<file path="src/sfs_pkg.sv">
// Purpose: shared constants for the solenoid fault supervisor
// Assumes: 100 MHz clock, 32-bit register bus
// Notes: times are kept in ns; cycle counts derive from them
package sfs_pkg;

  // ---------------------------------------------------------------
  // clock and timing
  // ---------------------------------------------------------------
  localparam int unsigned CLK_PERIOD_NS = 10;
  // blanking, low-side configuration
  localparam int unsigned BLANK_LS_LONG_MIN_NS = 5060000;
  localparam int unsigned BLANK_LS_LONG_MAX_NS = 7440000;
  localparam int unsigned BLANK_LS_SHORT_MIN_NS = 2530000;
  localparam int unsigned BLANK_LS_SHORT_MAX_NS = 3750000;
  // blanking, high-side configuration
  localparam int unsigned BLANK_HS_LONG_MIN_NS = 1000000;
  localparam int unsigned BLANK_HS_LONG_MAX_NS = 1500000;
  localparam int unsigned BLANK_HS_SHORT_MIN_NS = 500000;
  localparam int unsigned BLANK_HS_SHORT_MAX_NS = 750000;
  // least off time the controller should keep for valid diagnostics
  localparam int unsigned MIN_OFF_LS_LONG_NS = 7520000;
  localparam int unsigned MIN_OFF_HS_LONG_NS = 1580000;
  localparam int unsigned MIN_OFF_LS_SHORT_NS = 3830000;
  localparam int unsigned MIN_OFF_HS_SHORT_NS = 830000;
  localparam int unsigned BLANK_W = 20;

  // ---------------------------------------------------------------
  // register map (byte addresses)
  // ---------------------------------------------------------------
  localparam logic [7:0] OFS_DRV_EN = 8'h00;
  localparam logic [7:0] OFS_SETPOINT = 8'h04;
  localparam logic [7:0] OFS_EXCEPT = 8'h08;
  localparam logic [7:0] OFS_IRQ_STAT = 8'h0C;
  localparam logic [7:0] OFS_IRQ_MASK = 8'h10;
  localparam logic [7:0] OFS_STATUS = 8'h14;

  // driver_enable_reg fields
  localparam int unsigned DRV_W = 6;
  localparam int unsigned DRV_ENABLE = 0;
  localparam int unsigned DRV_SW_MODE = 1;
  localparam int unsigned DRV_OVC_RETRY = 2;
  localparam int unsigned DRV_BLANK_SEL = 3;
  localparam int unsigned DRV_HIGH_SIDE = 4;
  localparam int unsigned DRV_DIAG_EN = 5;
  localparam logic [DRV_W-1:0] DRV_RESET = 6'h00;

  // exceptions register fields
  localparam int unsigned EXC_W = 16;
  localparam int unsigned EXC_OT_SHUT = 0;
  localparam int unsigned EXC_LS_OVC = 1;
  localparam int unsigned EXC_HS_OVC = 2;
  localparam int unsigned EXC_CLAMP = 3;
  localparam int unsigned EXC_STG = 5;
  localparam int unsigned EXC_OPEN = 6;
  localparam int unsigned EXC_OT_WARN = 15;
  localparam logic [EXC_W-1:0] EXC_HARD_MASK = 16'h000F;
  localparam logic [EXC_W-1:0] EXC_RESET = 16'h0000;

  // current set-point
  localparam int unsigned SP_W = 11;
  localparam logic [SP_W-1:0] SP_RESET = 11'h000;

  // status register fields
  localparam int unsigned STS_ON = 0;
  localparam int unsigned STS_HOLD = 1;
  localparam int unsigned STS_BLANK_DONE = 2;

  // bus responses
  localparam logic [1:0] RESP_OKAY = 2'h0;
  localparam logic [1:0] RESP_SLVERR = 2'h2;

  // merge write data into a register under byte strobes
  function automatic logic [31:0] sfs_strb_merge(
    input logic [31:0] old_v,
    input logic [31:0] new_v,
    input logic [3:0] strb
  );
    logic [31:0] r;
    r = old_v;
    for (int i = 0; i < 4; i++) begin
      if (strb[i]) begin
        r[i*8 +: 8] = new_v[i*8 +: 8];
      end
    end
    return r;
  endfunction

endpackage

</file>
<file path="src/sfs_blank_timer.sv">
// Purpose: off-state blanking interval timer
// Assumes: run drops whenever the channel leaves the off state
// Notes: done stays high until run drops
`timescale 1ns/1ns
module sfs_blank_timer import sfs_pkg::*; #(
  parameter int unsigned W = BLANK_W
) (
  input wire logic aclk,
  input wire logic aresetn,
  input wire logic run,
  input wire logic [W-1:0] limit,
  output logic done
);

  // ---------------------------------------------------------------
  // counter
  // ---------------------------------------------------------------
  logic [W-1:0] cnt_q, cnt_d;
  logic done_q, done_d;

  always_comb begin
    cnt_d = cnt_q;
    done_d = done_q;
    if (!run) begin
      cnt_d = '0;
      done_d = 1'b0;
    end else if (!done_q) begin
      if (cnt_q + W'(1) >= limit) begin
        done_d = 1'b1;
      end
      cnt_d = cnt_q + W'(1);
    end
  end

  always_ff @(posedge aclk) begin
    if (!aresetn) begin
      cnt_q <= '0;
      done_q <= 1'b0;
    end else begin
      cnt_q <= cnt_d;
      done_q <= done_d;
    end
  end

  assign done = done_q;

endmodule // sfs_blank_timer

</file>
<file path="src/sfs_axil_slave.sv">
// Purpose: AXI4-Lite slave front end, one write and one read at a time
// Assumes: register side answers combinationally
// Notes: reg_wr and reg_rd are one-cycle strobes
`timescale 1ns/1ns
module sfs_axil_slave import sfs_pkg::*; #(
  parameter int unsigned ADDR_W = 8
) (
  input wire logic aclk,
  input wire logic aresetn,
  input wire logic [ADDR_W-1:0] awaddr,
  input wire logic awvalid,
  output logic awready,
  input wire logic [31:0] wdata,
  input wire logic [3:0] wstrb,
  input wire logic wvalid,
  output logic wready,
  output logic [1:0] bresp,
  output logic bvalid,
  input wire logic bready,
  input wire logic [ADDR_W-1:0] araddr,
  input wire logic arvalid,
  output logic arready,
  output logic [31:0] rdata,
  output logic [1:0] rresp,
  output logic rvalid,
  input wire logic rready,
  output logic reg_wr,
  output logic [ADDR_W-1:0] reg_waddr,
  output logic [31:0] reg_wdata,
  output logic [3:0] reg_wstrb,
  input wire logic reg_werr,
  output logic reg_rd,
  output logic [ADDR_W-1:0] reg_raddr,
  input wire logic [31:0] reg_rdata,
  input wire logic reg_rerr
);

  // ---------------------------------------------------------------
  // write channel
  // ---------------------------------------------------------------
  logic aw_full_q, aw_full_d, w_full_q, w_full_d;
  logic awready_q, awready_d, wready_q, wready_d;
  logic [ADDR_W-1:0] awaddr_q, awaddr_d;
  logic [31:0] wdata_q, wdata_d;
  logic [3:0] wstrb_q, wstrb_d;
  logic bvalid_q, bvalid_d;
  logic [1:0] bresp_q, bresp_d;

  always_comb begin
    reg_wr = aw_full_q & w_full_q & ~bvalid_q;
    aw_full_d = aw_full_q;
    w_full_d = w_full_q;
    awaddr_d = awaddr_q;
    wdata_d = wdata_q;
    wstrb_d = wstrb_q;
    bvalid_d = bvalid_q;
    bresp_d = bresp_q;
    if (awvalid && awready_q) begin
      aw_full_d = 1'b1;
      awaddr_d = awaddr;
    end
    if (wvalid && wready_q) begin
      w_full_d = 1'b1;
      wdata_d = wdata;
      wstrb_d = wstrb;
    end
    if (reg_wr) begin
      aw_full_d = 1'b0;
      w_full_d = 1'b0;
      bvalid_d = 1'b1;
      bresp_d = reg_werr ? RESP_SLVERR : RESP_OKAY;
    end else if (bvalid_q && bready) begin
      bvalid_d = 1'b0;
    end
    awready_d = ~aw_full_d;
    wready_d = ~w_full_d;
  end

  always_ff @(posedge aclk) begin
    if (!aresetn) begin
      aw_full_q <= 1'b0;
      w_full_q <= 1'b0;
      awready_q <= 1'b1;
      wready_q <= 1'b1;
      awaddr_q <= '0;
      wdata_q <= '0;
      wstrb_q <= '0;
      bvalid_q <= 1'b0;
      bresp_q <= RESP_OKAY;
    end else begin
      aw_full_q <= aw_full_d;
      w_full_q <= w_full_d;
      awready_q <= awready_d;
      wready_q <= wready_d;
      awaddr_q <= awaddr_d;
      wdata_q <= wdata_d;
      wstrb_q <= wstrb_d;
      bvalid_q <= bvalid_d;
      bresp_q <= bresp_d;
    end
  end

  // ---------------------------------------------------------------
  // read channel
  // ---------------------------------------------------------------
  logic ar_full_q, ar_full_d, arready_q, arready_d;
  logic [ADDR_W-1:0] araddr_q, araddr_d;
  logic rvalid_q, rvalid_d;
  logic [31:0] rdata_q, rdata_d;
  logic [1:0] rresp_q, rresp_d;

  always_comb begin
    reg_rd = ar_full_q & ~rvalid_q;
    ar_full_d = ar_full_q;
    araddr_d = araddr_q;
    rvalid_d = rvalid_q;
    rdata_d = rdata_q;
    rresp_d = rresp_q;
    if (arvalid && arready_q) begin
      ar_full_d = 1'b1;
      araddr_d = araddr;
    end
    if (reg_rd) begin
      ar_full_d = 1'b0;
      rvalid_d = 1'b1;
      rdata_d = reg_rdata;
      rresp_d = reg_rerr ? RESP_SLVERR : RESP_OKAY;
    end else if (rvalid_q && rready) begin
      rvalid_d = 1'b0;
    end
    arready_d = ~ar_full_d;
  end

  always_ff @(posedge aclk) begin
    if (!aresetn) begin
      ar_full_q <= 1'b0;
      arready_q <= 1'b1;
      araddr_q <= '0;
      rvalid_q <= 1'b0;
      rdata_q <= '0;
      rresp_q <= RESP_OKAY;
    end else begin
      ar_full_q <= ar_full_d;
      arready_q <= arready_d;
      araddr_q <= araddr_d;
      rvalid_q <= rvalid_d;
      rdata_q <= rdata_d;
      rresp_q <= rresp_d;
    end
  end

  assign awready = awready_q;
  assign wready = wready_q;
  assign bvalid = bvalid_q;
  assign bresp = bresp_q;
  assign arready = arready_q;
  assign rvalid = rvalid_q;
  assign rdata = rdata_q;
  assign rresp = rresp_q;
  assign reg_waddr = awaddr_q;
  assign reg_wdata = wdata_q;
  assign reg_wstrb = wstrb_q;
  assign reg_raddr = araddr_q;

endmodule // sfs_axil_slave

</file>
<file path="src/sfs_supervisor.sv">
// Purpose: fault supervision for one current-controlled solenoid channel
// Assumes: all channel inputs synchronous to aclk, fault inputs filtered
// Notes: one instance per channel; registers reached over AXI4-Lite
`timescale 1ns/1ns
// Notes on behaviour
// - low side: blank off-state diagnostics 5.06-7.44 ms, or 2.53-3.75 ms
// - high side: blank off-state diagnostics 1-1.5 ms, or 500-750 us
// - high-side overcurrent in PWM: tristate, zero set-point, flag bit 2
// - low-side overcurrent with high side on: tristate, zero, flag bit 1
// - software mode with retry: only latch, resume at next PWM rising edge
// - clamp active while on: tristate, flag bit 3
// - short to ground while off with diagnostics: flag bit 5
// - open load while off with diagnostics: flag bit 6
// - overtemperature warning while on: flag bit 15
// - overtemperature shutdown while on: tristate, zero, flag bit 0
// - flags clear on read; host clears fault then re-enables channel
module sfs_supervisor import sfs_pkg::*; #(
  parameter int unsigned ADDR_W = 8,
  parameter int unsigned BLANK_LS_LONG_CYC =
    (BLANK_LS_LONG_MIN_NS + CLK_PERIOD_NS - 1) / CLK_PERIOD_NS,
  parameter int unsigned BLANK_LS_SHORT_CYC =
    (BLANK_LS_SHORT_MIN_NS + CLK_PERIOD_NS - 1) / CLK_PERIOD_NS,
  parameter int unsigned BLANK_HS_LONG_CYC =
    (BLANK_HS_LONG_MIN_NS + CLK_PERIOD_NS - 1) / CLK_PERIOD_NS,
  parameter int unsigned BLANK_HS_SHORT_CYC =
    (BLANK_HS_SHORT_MIN_NS + CLK_PERIOD_NS - 1) / CLK_PERIOD_NS
) (
  input wire logic aclk,
  input wire logic aresetn,
  input wire logic [ADDR_W-1:0] s_axi_awaddr,
  input wire logic s_axi_awvalid,
  output logic s_axi_awready,
  input wire logic [31:0] s_axi_wdata,
  input wire logic [3:0] s_axi_wstrb,
  input wire logic s_axi_wvalid,
  output logic s_axi_wready,
  output logic [1:0] s_axi_bresp,
  output logic s_axi_bvalid,
  input wire logic s_axi_bready,
  input wire logic [ADDR_W-1:0] s_axi_araddr,
  input wire logic s_axi_arvalid,
  output logic s_axi_arready,
  output logic [31:0] s_axi_rdata,
  output logic [1:0] s_axi_rresp,
  output logic s_axi_rvalid,
  input wire logic s_axi_rready,
  input wire logic pwm_in,
  input wire logic pwm_mode_in,
  input wire logic full_on_in,
  input wire logic hs_on_in,
  input wire logic hs_ovc_in,
  input wire logic ls_ovc_in,
  input wire logic clamp_in,
  input wire logic ot_warn_in,
  input wire logic ot_shut_in,
  input wire logic stg_in,
  input wire logic open_in,
  output logic chan_on,
  output logic chan_tristate,
  output logic [SP_W-1:0] setpoint_out,
  output logic diag_eval,
  output logic irq
);

  // ---------------------------------------------------------------
  // bus front end
  // ---------------------------------------------------------------
  logic reg_wr, reg_rd, reg_werr, reg_rerr;
  logic [ADDR_W-1:0] reg_waddr, reg_raddr;
  logic [31:0] reg_wdata, reg_rdata;
  logic [3:0] reg_wstrb;

  sfs_axil_slave #(
    .ADDR_W(ADDR_W)
  ) u_bus (
    .aclk(aclk),
    .aresetn(aresetn),
    .awaddr(s_axi_awaddr),
    .awvalid(s_axi_awvalid),
    .awready(s_axi_awready),
    .wdata(s_axi_wdata),
    .wstrb(s_axi_wstrb),
    .wvalid(s_axi_wvalid),
    .wready(s_axi_wready),
    .bresp(s_axi_bresp),
    .bvalid(s_axi_bvalid),
    .bready(s_axi_bready),
    .araddr(s_axi_araddr),
    .arvalid(s_axi_arvalid),
    .arready(s_axi_arready),
    .rdata(s_axi_rdata),
    .rresp(s_axi_rresp),
    .rvalid(s_axi_rvalid),
    .rready(s_axi_rready),
    .reg_wr(reg_wr),
    .reg_waddr(reg_waddr),
    .reg_wdata(reg_wdata),
    .reg_wstrb(reg_wstrb),
    .reg_werr(reg_werr),
    .reg_rd(reg_rd),
    .reg_raddr(reg_raddr),
    .reg_rdata(reg_rdata),
    .reg_rerr(reg_rerr)
  );

  // ---------------------------------------------------------------
  // state
  // ---------------------------------------------------------------
  logic [DRV_W-1:0] drv_q, drv_d;
  logic [SP_W-1:0] sp_q, sp_d;
  logic [EXC_W-1:0] exc_q, exc_d, ist_q, ist_d, imask_q, imask_d;
  logic hold_q, hold_d, pwm_prev_q;
  logic chan_on_q, tri_q, diag_q, irq_q;
  logic [SP_W-1:0] sp_out_q;

  logic on_state, blank_run, blank_done, diag_ok, pwm_rise;
  logic hs_ev, ls_ev, ovc_ev, retry, ovc_trip, trip, zero_sp;
  logic [EXC_W-1:0] ev_set, exc_rd_clr, ist_w1c;
  logic [BLANK_W-1:0] blank_limit;
  logic [31:0] wr_drv, wr_sp, wr_ist, wr_imask;

  function automatic logic hit(input logic [ADDR_W-1:0] a,
                               input logic [7:0] ofs);
    return a == ADDR_W'(ofs);
  endfunction

  // ---------------------------------------------------------------
  // channel condition and fault events
  // ---------------------------------------------------------------
  always_comb begin
    on_state = drv_q[DRV_ENABLE] & ~hold_q & pwm_in;
    pwm_rise = pwm_in & ~pwm_prev_q;
    hs_ev = hs_ovc_in & pwm_mode_in & on_state;
    ls_ev = ls_ovc_in & (pwm_mode_in | full_on_in) & hs_on_in
            & on_state;
    ovc_ev = hs_ev | ls_ev;
    retry = drv_q[DRV_SW_MODE] & drv_q[DRV_OVC_RETRY];
    ovc_trip = ovc_ev & ~retry;
    trip = ovc_trip | (clamp_in & on_state)
           | (ot_shut_in & on_state);
    zero_sp = ovc_trip | (ot_shut_in & on_state);
    blank_run = ~on_state & drv_q[DRV_DIAG_EN];
    diag_ok = blank_run & blank_done;
    ev_set = '0;
    ev_set[EXC_HS_OVC] = hs_ev;
    ev_set[EXC_LS_OVC] = ls_ev;
    ev_set[EXC_CLAMP] = clamp_in & on_state;
    ev_set[EXC_STG] = stg_in & diag_ok;
    ev_set[EXC_OPEN] = open_in & diag_ok;
    ev_set[EXC_OT_WARN] = ot_warn_in & on_state;
    ev_set[EXC_OT_SHUT] = ot_shut_in & on_state;
  end

  // ---------------------------------------------------------------
  // blanking interval select
  // ---------------------------------------------------------------
  always_comb begin
    case ({drv_q[DRV_HIGH_SIDE], drv_q[DRV_BLANK_SEL]})
      2'h0: blank_limit = BLANK_W'(BLANK_LS_LONG_CYC);
      2'h1: blank_limit = BLANK_W'(BLANK_LS_SHORT_CYC);
      2'h2: blank_limit = BLANK_W'(BLANK_HS_LONG_CYC);
      2'h3: blank_limit = BLANK_W'(BLANK_HS_SHORT_CYC);
      default: blank_limit = BLANK_W'(BLANK_LS_LONG_CYC);
    endcase
  end

  sfs_blank_timer #(
    .W(BLANK_W)
  ) u_blank (
    .aclk(aclk),
    .aresetn(aresetn),
    .run(blank_run),
    .limit(blank_limit),
    .done(blank_done)
  );

  // ---------------------------------------------------------------
  // register next values
  // ---------------------------------------------------------------
  always_comb begin
    wr_drv = sfs_strb_merge(32'(drv_q), reg_wdata, reg_wstrb);
    wr_sp = sfs_strb_merge(32'(sp_q), reg_wdata, reg_wstrb);
    wr_ist = sfs_strb_merge(32'h0, reg_wdata, reg_wstrb);
    wr_imask = sfs_strb_merge(32'(imask_q), reg_wdata, reg_wstrb);
    drv_d = drv_q;
    sp_d = sp_q;
    imask_d = imask_q;
    ist_w1c = '0;
    exc_rd_clr = '0;
    if (reg_wr && hit(reg_waddr, OFS_DRV_EN)) begin
      drv_d = wr_drv[DRV_W-1:0];
      // re-enable refused while a hard fault is still latched
      if ((exc_q & EXC_HARD_MASK) != '0) begin
        drv_d[DRV_ENABLE] = drv_q[DRV_ENABLE];
      end
    end
    if (reg_wr && hit(reg_waddr, OFS_SETPOINT)) begin
      sp_d = wr_sp[SP_W-1:0];
    end
    if (reg_wr && hit(reg_waddr, OFS_IRQ_STAT)) begin
      ist_w1c = wr_ist[EXC_W-1:0];
    end
    if (reg_wr && hit(reg_waddr, OFS_IRQ_MASK)) begin
      imask_d = wr_imask[EXC_W-1:0];
    end
    if (reg_rd && hit(reg_raddr, OFS_EXCEPT)) begin
      exc_rd_clr = '1;
    end
    // faults win over a same-cycle host write
    if (trip) begin
      drv_d[DRV_ENABLE] = 1'b0;
    end
    if (zero_sp) begin
      sp_d = '0;
    end
    // events set over a same-cycle clear; diagnostics never trip
    exc_d = (exc_q & ~exc_rd_clr) | ev_set;
    ist_d = (ist_q & ~ist_w1c) | ev_set;
    hold_d = hold_q;
    if (!drv_q[DRV_ENABLE] || pwm_rise) begin
      hold_d = 1'b0;
    end
    if (ovc_ev && retry) begin
      hold_d = 1'b1;
    end
  end

  // ---------------------------------------------------------------
  // read mux and decode errors
  // ---------------------------------------------------------------
  always_comb begin
    reg_rdata = 32'h0;
    reg_rerr = 1'b0;
    case (reg_raddr)
      ADDR_W'(OFS_DRV_EN): reg_rdata = 32'(drv_q);
      ADDR_W'(OFS_SETPOINT): reg_rdata = 32'(sp_q);
      ADDR_W'(OFS_EXCEPT): reg_rdata = 32'(exc_q);
      ADDR_W'(OFS_IRQ_STAT): reg_rdata = 32'(ist_q);
      ADDR_W'(OFS_IRQ_MASK): reg_rdata = 32'(imask_q);
      ADDR_W'(OFS_STATUS): begin
        reg_rdata[STS_ON] = chan_on_q;
        reg_rdata[STS_HOLD] = hold_q;
        reg_rdata[STS_BLANK_DONE] = blank_done;
      end
      default: reg_rerr = 1'b1;
    endcase
    reg_werr = !(hit(reg_waddr, OFS_DRV_EN) || hit(reg_waddr, OFS_SETPOINT)
                 || hit(reg_waddr, OFS_EXCEPT)
                 || hit(reg_waddr, OFS_IRQ_STAT)
                 || hit(reg_waddr, OFS_IRQ_MASK)
                 || hit(reg_waddr, OFS_STATUS));
  end

  // ---------------------------------------------------------------
  // registers
  // ---------------------------------------------------------------
  always_ff @(posedge aclk) begin
    if (!aresetn) begin
      drv_q <= DRV_RESET;
      sp_q <= SP_RESET;
      exc_q <= EXC_RESET;
      ist_q <= EXC_RESET;
      imask_q <= EXC_RESET;
      hold_q <= 1'b0;
      pwm_prev_q <= 1'b0;
    end else begin
      drv_q <= drv_d;
      sp_q <= sp_d;
      exc_q <= exc_d;
      ist_q <= ist_d;
      imask_q <= imask_d;
      hold_q <= hold_d;
      pwm_prev_q <= pwm_in;
    end
  end

  // ---------------------------------------------------------------
  // output flops
  // ---------------------------------------------------------------
  logic chan_on_d, tri_d, diag_d, irq_d;
  logic [SP_W-1:0] sp_out_d;

  always_comb begin
    // a trip takes the channel off at the clock edge after the cycle it is seen
    chan_on_d = on_state & ~trip & ~(ovc_ev & retry);
    tri_d = ~chan_on_d;
    sp_out_d = sp_d;
    diag_d = diag_ok;
    irq_d = |(ist_d & imask_d);
  end

  always_ff @(posedge aclk) begin
    if (!aresetn) begin
      chan_on_q <= 1'b0;
      tri_q <= 1'b1;
      sp_out_q <= SP_RESET;
      diag_q <= 1'b0;
      irq_q <= 1'b0;
    end else begin
      chan_on_q <= chan_on_d;
      tri_q <= tri_d;
      sp_out_q <= sp_out_d;
      diag_q <= diag_d;
      irq_q <= irq_d;
    end
  end

  assign chan_on = chan_on_q;
  assign chan_tristate = tri_q;
  assign setpoint_out = sp_out_q;
  assign diag_eval = diag_q;
  assign irq = irq_q;

endmodule // sfs_supervisor

</file>
<file path="config.mk">
export PLATFORM = sky130hd
export DESIGN_NAME = sfs_supervisor
export DESIGN_NICKNAME = d
export VERILOG_FILES = /design/src/sfs_pkg.sv /design/src/sfs_blank_timer.sv /design/src/sfs_axil_slave.sv /design/src/sfs_supervisor.sv
export SDC_FILE = /design/constraint.sdc
export NUM_CORES = 1
export LEC_CHECK = 0
export BUFFER_PORTS_ARGS = -buffer_cell sky130_fd_sc_hd__buf_4
export CELL_PAD_IN_SITES_DETAIL_PLACEMENT = 0
export CELL_PAD_IN_SITES_GLOBAL_PLACEMENT = 1
export CORE_MARGIN = 2
export CORE_UTILIZATION = 44
export DETAILED_ROUTE_END_ITERATION = 10
export PLACE_DENSITY_LB_ADDON = 0.1
export SLEW_MARGIN = 20
export SYNTH_ARGS = -nofsm -noshare
export SYNTH_HDL_FRONTEND = slang
export SYNTH_SLANG_ARGS = --single-unit
</file>
<file path="constraint.sdc">
create_clock -name aclk -period 3.95 [get_ports aclk]
set_input_delay 0.79 -clock aclk [delete_from_list [all_inputs] [get_ports aclk]]
set_output_delay 0.79 -clock aclk [all_outputs]
set_load 0.02 [all_outputs]
</file>
==> out/results.txt, run 1 <==
Iteration-0 DRC Markers = 407
Worst VDD drop = 314 uV
gpl congestion = 0.838
CP Data Arrival Time = 3.32 ns
final setup TNS = 0 ns
Worst R2R Path Depth = 11
Worst path slowest cell = nor4b_1
count of buffers from port buffering = 89
Lkg Pwr = 3.28 nW
Tmin final = 3.02 ns
Setup Skew = 0.00722 ns
Gate power share = 7.0%
CP top delay family = simple AND/OR/NAND/NOR gates
first-pass GRT wire length = 27800 um
all-layer global routing usage = 21.9%
net switching power figure = 0.854 mW
CTS Root Cell = clkbuf_16
DP Wirelength = 12400 um
GRT overflow = 0
H-tree lvl count = 4
Register Area = 3040 um^2
power share of the clock group = 47.3%
synthesized area per cell = 8.51 um^2
vias in the first global route = 5219
area leader, netlist = dfxtp_1
Post-DRT Antenna Nets = 0
number of fill cells = 1459
Max FO, Critical Path = 5
core area = 15100 um^2
Post-Place Cell Area = 7480 um^2
Worst-Margin Slew = 0.990 ns
clk_lat worst skew = 0.42 ns
area delta synth->final = 20.3%
CP endpoint kind = flop
footprint of the multi-input gates = 3410 um^2
WS Path Type = reg2reg
number of flops mapped to enable cells by yosys = 0
sequential fraction of the synthesis area = 45.3%
Cells after DPL = 1037
Post-CTS Setup Inserts = 0
Yosys top cell area share = 45.3%
hold crit path type = reg2reg
WL/cell = 16.2 um
most instantiated cells after synthesis = 152 x dfxtp_1, 147 x nand2_1, 102 x nor2_1
top_reg_cell synth = dfxtp_1
Finished Layout Cells = 1069
Pwr Density = 438 nW/um^2
Max clock buf depth = 2
RSZ-0062 raised after global routing = false
startpoint types = flop
Worst EP required = 4.25 ns
Max Clk Rate = 331 MHz
Max-cap violations = 0
antenna violations before repair = 0
# DRC = 0
Power Internal = 2.69 mW
routed vias = 5732
Ys Warns = 0
post-route cell area = 8090 um^2
Worst slew margin = 33.9%
Total Wirelength = 17300 um
DRT Pass-1 Iters = 6
clk sinks = 152
post-route setup slack = 0.929 ns
maximum number of pins on one net before global-route repair = 67
Post-Synthesis Cell Area = 6720 um^2
Distinct cells, synth = 58
number of buffers created by CTS = 17
Critical Path Max Stage Delay = 0.78 ns
post-CTS sizing = 0
die height = 128 um
Final Hold Vio Count = 0
Sw Share = 24.1%
max-slew violations = 0
Setup Viol. Count Final = 0
FP Rows = 45
Post-Place Setup Slack = 0.926 ns
IO Pins = 126
Starting Density = 44.6%
outcome = finished clean
CTS tree = yes
Synth Register Bits = 152
Critical path buffers and inverters = 0
Tot Pwr = 3.54 mW
hold buffers post-CTS = 0
CTS clk-pin slew, worst paths = 0.06 ns
Seq pwr share = 45.7%
Die ar. = 16300 um^2
Ant. Diodes = 0
final net count = 959
Finished Core Util = 53.6%
critical path depth = 11
Die W = 128 um
hold slack = 0.453 ns
most common cell in the synthesized netlist = dfxtp_1
Critical Path, Cell by Cell = ha_1 -> nand3_1 -> nor4b_1 -> xor2_1 -> ha_1 -> o21a_1 -> o21a_1 -> o21ai_0 -> nor2_1 -> o221ai_1 -> a21oi_1
Via density = 5.36
Tcrit/Tclk final = 76.5%
ranking of synthesized cells by area = dfxtp_1 45%, nand2_1 8.2%, nor2_1 5.7%, a21oi_1 4.5%, mux2i_1 4.5%
fraction of registers with async set/reset = 0%
share of cells above drive strength 1 = 16.8%
Worst Hold Path Cells = 1
Cells after Synth = 790
[cell families (layout without fill, tap and decap cells)]
group / Yosys count / after routing / synth area share, %
simple gates: 339 / 339 / 23.0
other cells: 1 / 18 / 0.0558
fa+ha+maj: 21 / 21 / 3.91
mux: 36 / 36 / 5.64
buf+inv: 70 / 144 / 4.99
flops: 152 / 152 / 45.3
xor+xnor: 34 / 34 / 4.43
compound gates: 137 / 137 / 12.7
[layout by cell type (no fill, tap or decap), types with 4 or more instances in the layout]
cell type  instances
or2_2              4
and2_1             5
a21boi_1           4
a21o_1             5
xor2_1            13
o21ai_0           16
a211oi_1           5
xnor2_1           21
nor2b_1            4
buf_4             98
nor2_1           102
and3_1            12
clkinv_4           5
nand3_1           18
mux2_2             5
ha_1              21
inv_1             13
a22oi_1            8
nand2_1          147
nor3_1            10
nand4_1            8
o22ai_1            6
o21ai_1            5
dfxtp_1          152
a222oi_1          12
mux2i_1           30
clkbuf_16         17
a221oi_1           4
a21oi_1           60
conb_1            18
[routing by layer]
metal	global-route usage [%]	wire length [um]	up-vias
li1	-	-	2849
met1	32.3	8410	2694
met2	32.4	7650	174
met3	4.61	1040	15
met4	6.08	181	0
met5	0	0	-
[flip-flops by register name (all words and copies together) (netlist names), 2 cells and up]
signal and count:
u_bus.reg_raddr 8, exc_q 16, u_bus.rdata 16, drv_q 6
u_blank.cnt_q 20, u_bus.reg_waddr 8, setpoint_out 11, ist_q 16
u_bus.reg_wstrb 2, u_bus.reg_wdata 16, imask_q 16
[power groups by stage]
stage | clock network, mW | logic, mW | registers (mW)
finish | 1.68 | 0.247 | 1.62
global route | 1.79 | 0.273 | 1.62
CTS | 1.71 | 0.249 | 1.62
detailed placement | 0 | 0.248 | 1.65
global placement | 0 | 0.245 | 1.65
floorplan | 0 | 0.155 | 1.65
[final timing paths]
kind	from	to	slack (ns)
hold reg to reg	u_bus.rdata[6]	u_bus.rdata[6]	0.45
setup / recovery	u_blank.cnt_q[0]	u_blank.done	0.93
hold / removal	u_bus.rdata[6]	u_bus.rdata[6]	0.45
setup reg to reg	u_blank.cnt_q[0]	u_blank.done	0.93
[area by class of cell]
| cell class | instances | share of cell area [%] |
|---|---|---|
| Clock buffer | 19 | 5.47 |
| Clock inverter | 13 | 2.12 |
| Inverter | 14 | 0.650 |
| Multi-Input combinational cell | 585 | 42.1 |
| Sequential cell | 152 | 37.6 |
| Tap cell | 188 | 2.91 |
| Timing Repair Buffer | 98 | 9.09 |
Power figures use the tool's default switching activity.
==> run 2, diff against run 1 <==
- CORE_UTILIZATION: 44 -> 41
- clock period: 3.95 -> 2.85 ns (I/O delays scaled with it)
==> out/results.txt, run 2 (synthesis gave the netlist of run 1 again) <==
Pwr Density = 581 nW/um^2
Post-DRT Antenna Nets = 0
Tmin final = 2.71 ns
Via density = 5.18
Tcrit/Tclk final = 95.1%
hold crit path type = in2reg
Max FO, Critical Path = 5
gpl congestion = 0.850
share of cells above drive strength 1 = 17.8%
Max clock buf depth = 2
CTS tree = yes
Iteration-0 DRC Markers = 406
CTS Root Cell = clkbuf_16
final net count = 973
RSZ-0062 raised after global routing = false
Die ar. = 17400 um^2
Critical Path Start = u_blank.cnt_q[0]
Register Area = 3040 um^2
Worst slew margin = 55.1%
final setup TNS = 0 ns
WL/cell = 16.0 um
max FFs per register = 20
RR Endpoint = u_blank.done
Worst-Margin Slew = 0.672 ns
hold slack = 0.335 ns
maximum number of pins on one net before global-route repair = 55
all-layer global routing usage = 20.6%
Worst Hold Path EP = u_bus.rvalid
Worst R2R Path Depth = 12
hold buffers post-CTS = 0
antenna violations before repair = 0
hold path start = s_axi_rready
clk sinks = 152
DP Wirelength = 13100 um
# DRC = 0
max-slew violations = 0
Setup Viol. Count Final = 0
CP endpoint kind = flop
Max-cap violations = 0
vias in the first global route = 5414
core area = 15900 um^2
Final Hold Vio Count = 0
reg-to-reg setup timing slack = 0.14 ns
H-tree lvl count = 4
Total Wirelength = 17800 um
CP Data Arrival Time = 3.01 ns
most flop-heavy register = u_blank.cnt_q
Die W = 132 um
Worst Hold Path Cells = 2
footprint of the multi-input gates = 3410 um^2
CTS clk-pin slew, worst paths = 0.06 ns
Worst EP required = 3.15 ns
DRT Pass-1 Iters = 8
area delta synth->final = 21.8%
die height = 132 um
first-pass GRT wire length = 28400 um
WS Path Type = reg2reg
FP Rows = 46
Reg2Reg Launch Point = u_blank.cnt_q[0]
GRT overflow = 0
Lkg Pwr = 3.32 nW
number of buffers created by CTS = 17
Max Clk Rate = 369 MHz
number of fill cells = 1555
Starting Density = 42.2%
Setup Skew = 0.00980 ns
startpoint types = flop
clk_lat worst skew = 0.42 ns
Post-CTS Setup Inserts = 0
routed vias = 5749
Ant. Diodes = 0
count of buffers from port buffering = 89
IO Pins = 126
outcome = finished clean
Worst VDD drop = 442 uV
commonest non-fill, non-tap cell in the layout = dfxtp_1
post-CTS sizing = 0
most frequent cells in the layout = 152 x dfxtp_1, 147 x nand2_1, 111 x buf_4
==> run 2: area by class of cell <==
class / instances / area share [%]
Multi-Input combinational cell: 585 / 41.6
Sequential cell: 152 / 37.1
Timing Repair Buffer: 112 / 10.4
Clock buffer: 20 / 5.33
Tap cell: 216 / 3.30
Clock inverter: 11 / 1.56
Inverter: 14 / 0.641
==> run 2: worst max path at each step <==
stage | endpoint
final | u_blank.done
after global routing | u_blank.done
after CTS | u_blank.done
after detailed placement | irq
after global placement | irq
after floorplan | u_blank.done
==> run 2: power breakdown <==
part	switching [mW]	leakage [nW]	internal [mW]
Sequential	0.0606	1.23	2.18
Clock	0.881	0.266	1.28
Combinational	0.217	1.82	0.135
Total	1.16	3.32	3.60
==> run 2: worst max-delay path, cell delays in order (launching register included) <==
cell,delay (ns)
dfxtp_1,0.43
ha_1,0.23
nand3_1,0.14
nor4b_1,0.35
buf_4,0.19
xor2_1,0.16
ha_1,0.25
o21a_1,0.17
o21a_1,0.16
o21ai_0,0.16
nor2_1,0.07
o221ai_1,0.18
a21oi_1,0.10
==> run 2: routing by layer <==
| metal | global-route usage [%] | vias up | part of all wire, % | routed length, um |
|---|---|---|---|---|
| met2 | 33.0 | 200 | 46 | 8140 |
| met5 | 0 | - | 0 | 0 |
| met3 | 4.27 | 15 | 6.4 | 1150 |
| li1 | - | 2864 | - | - |
| met1 | 27.7 | 2670 | 47 | 8290 |
| met4 | 6.76 | 0 | 1.1 | 195 |
==> run 2: stage by stage <==
step | setup slack (ns) | utilization, % | cell area [um^2] | total power [mW] | std cells
global placement | 0.187 | 47.8 | 7630 | 2.63 | 1079
detailed placement | 0.145 | 47.8 | 7630 | 2.64 | 1079
global route | 0.00756 | 51.4 | 8190 | 4.94 | 1110
CTS | 0.135 | 51.4 | 8190 | 4.81 | 1110
finish | 0.141 | 51.4 | 8190 | 4.76 | 1110
floorplan | 0.234 | - | 6790 | 2.50 | 807
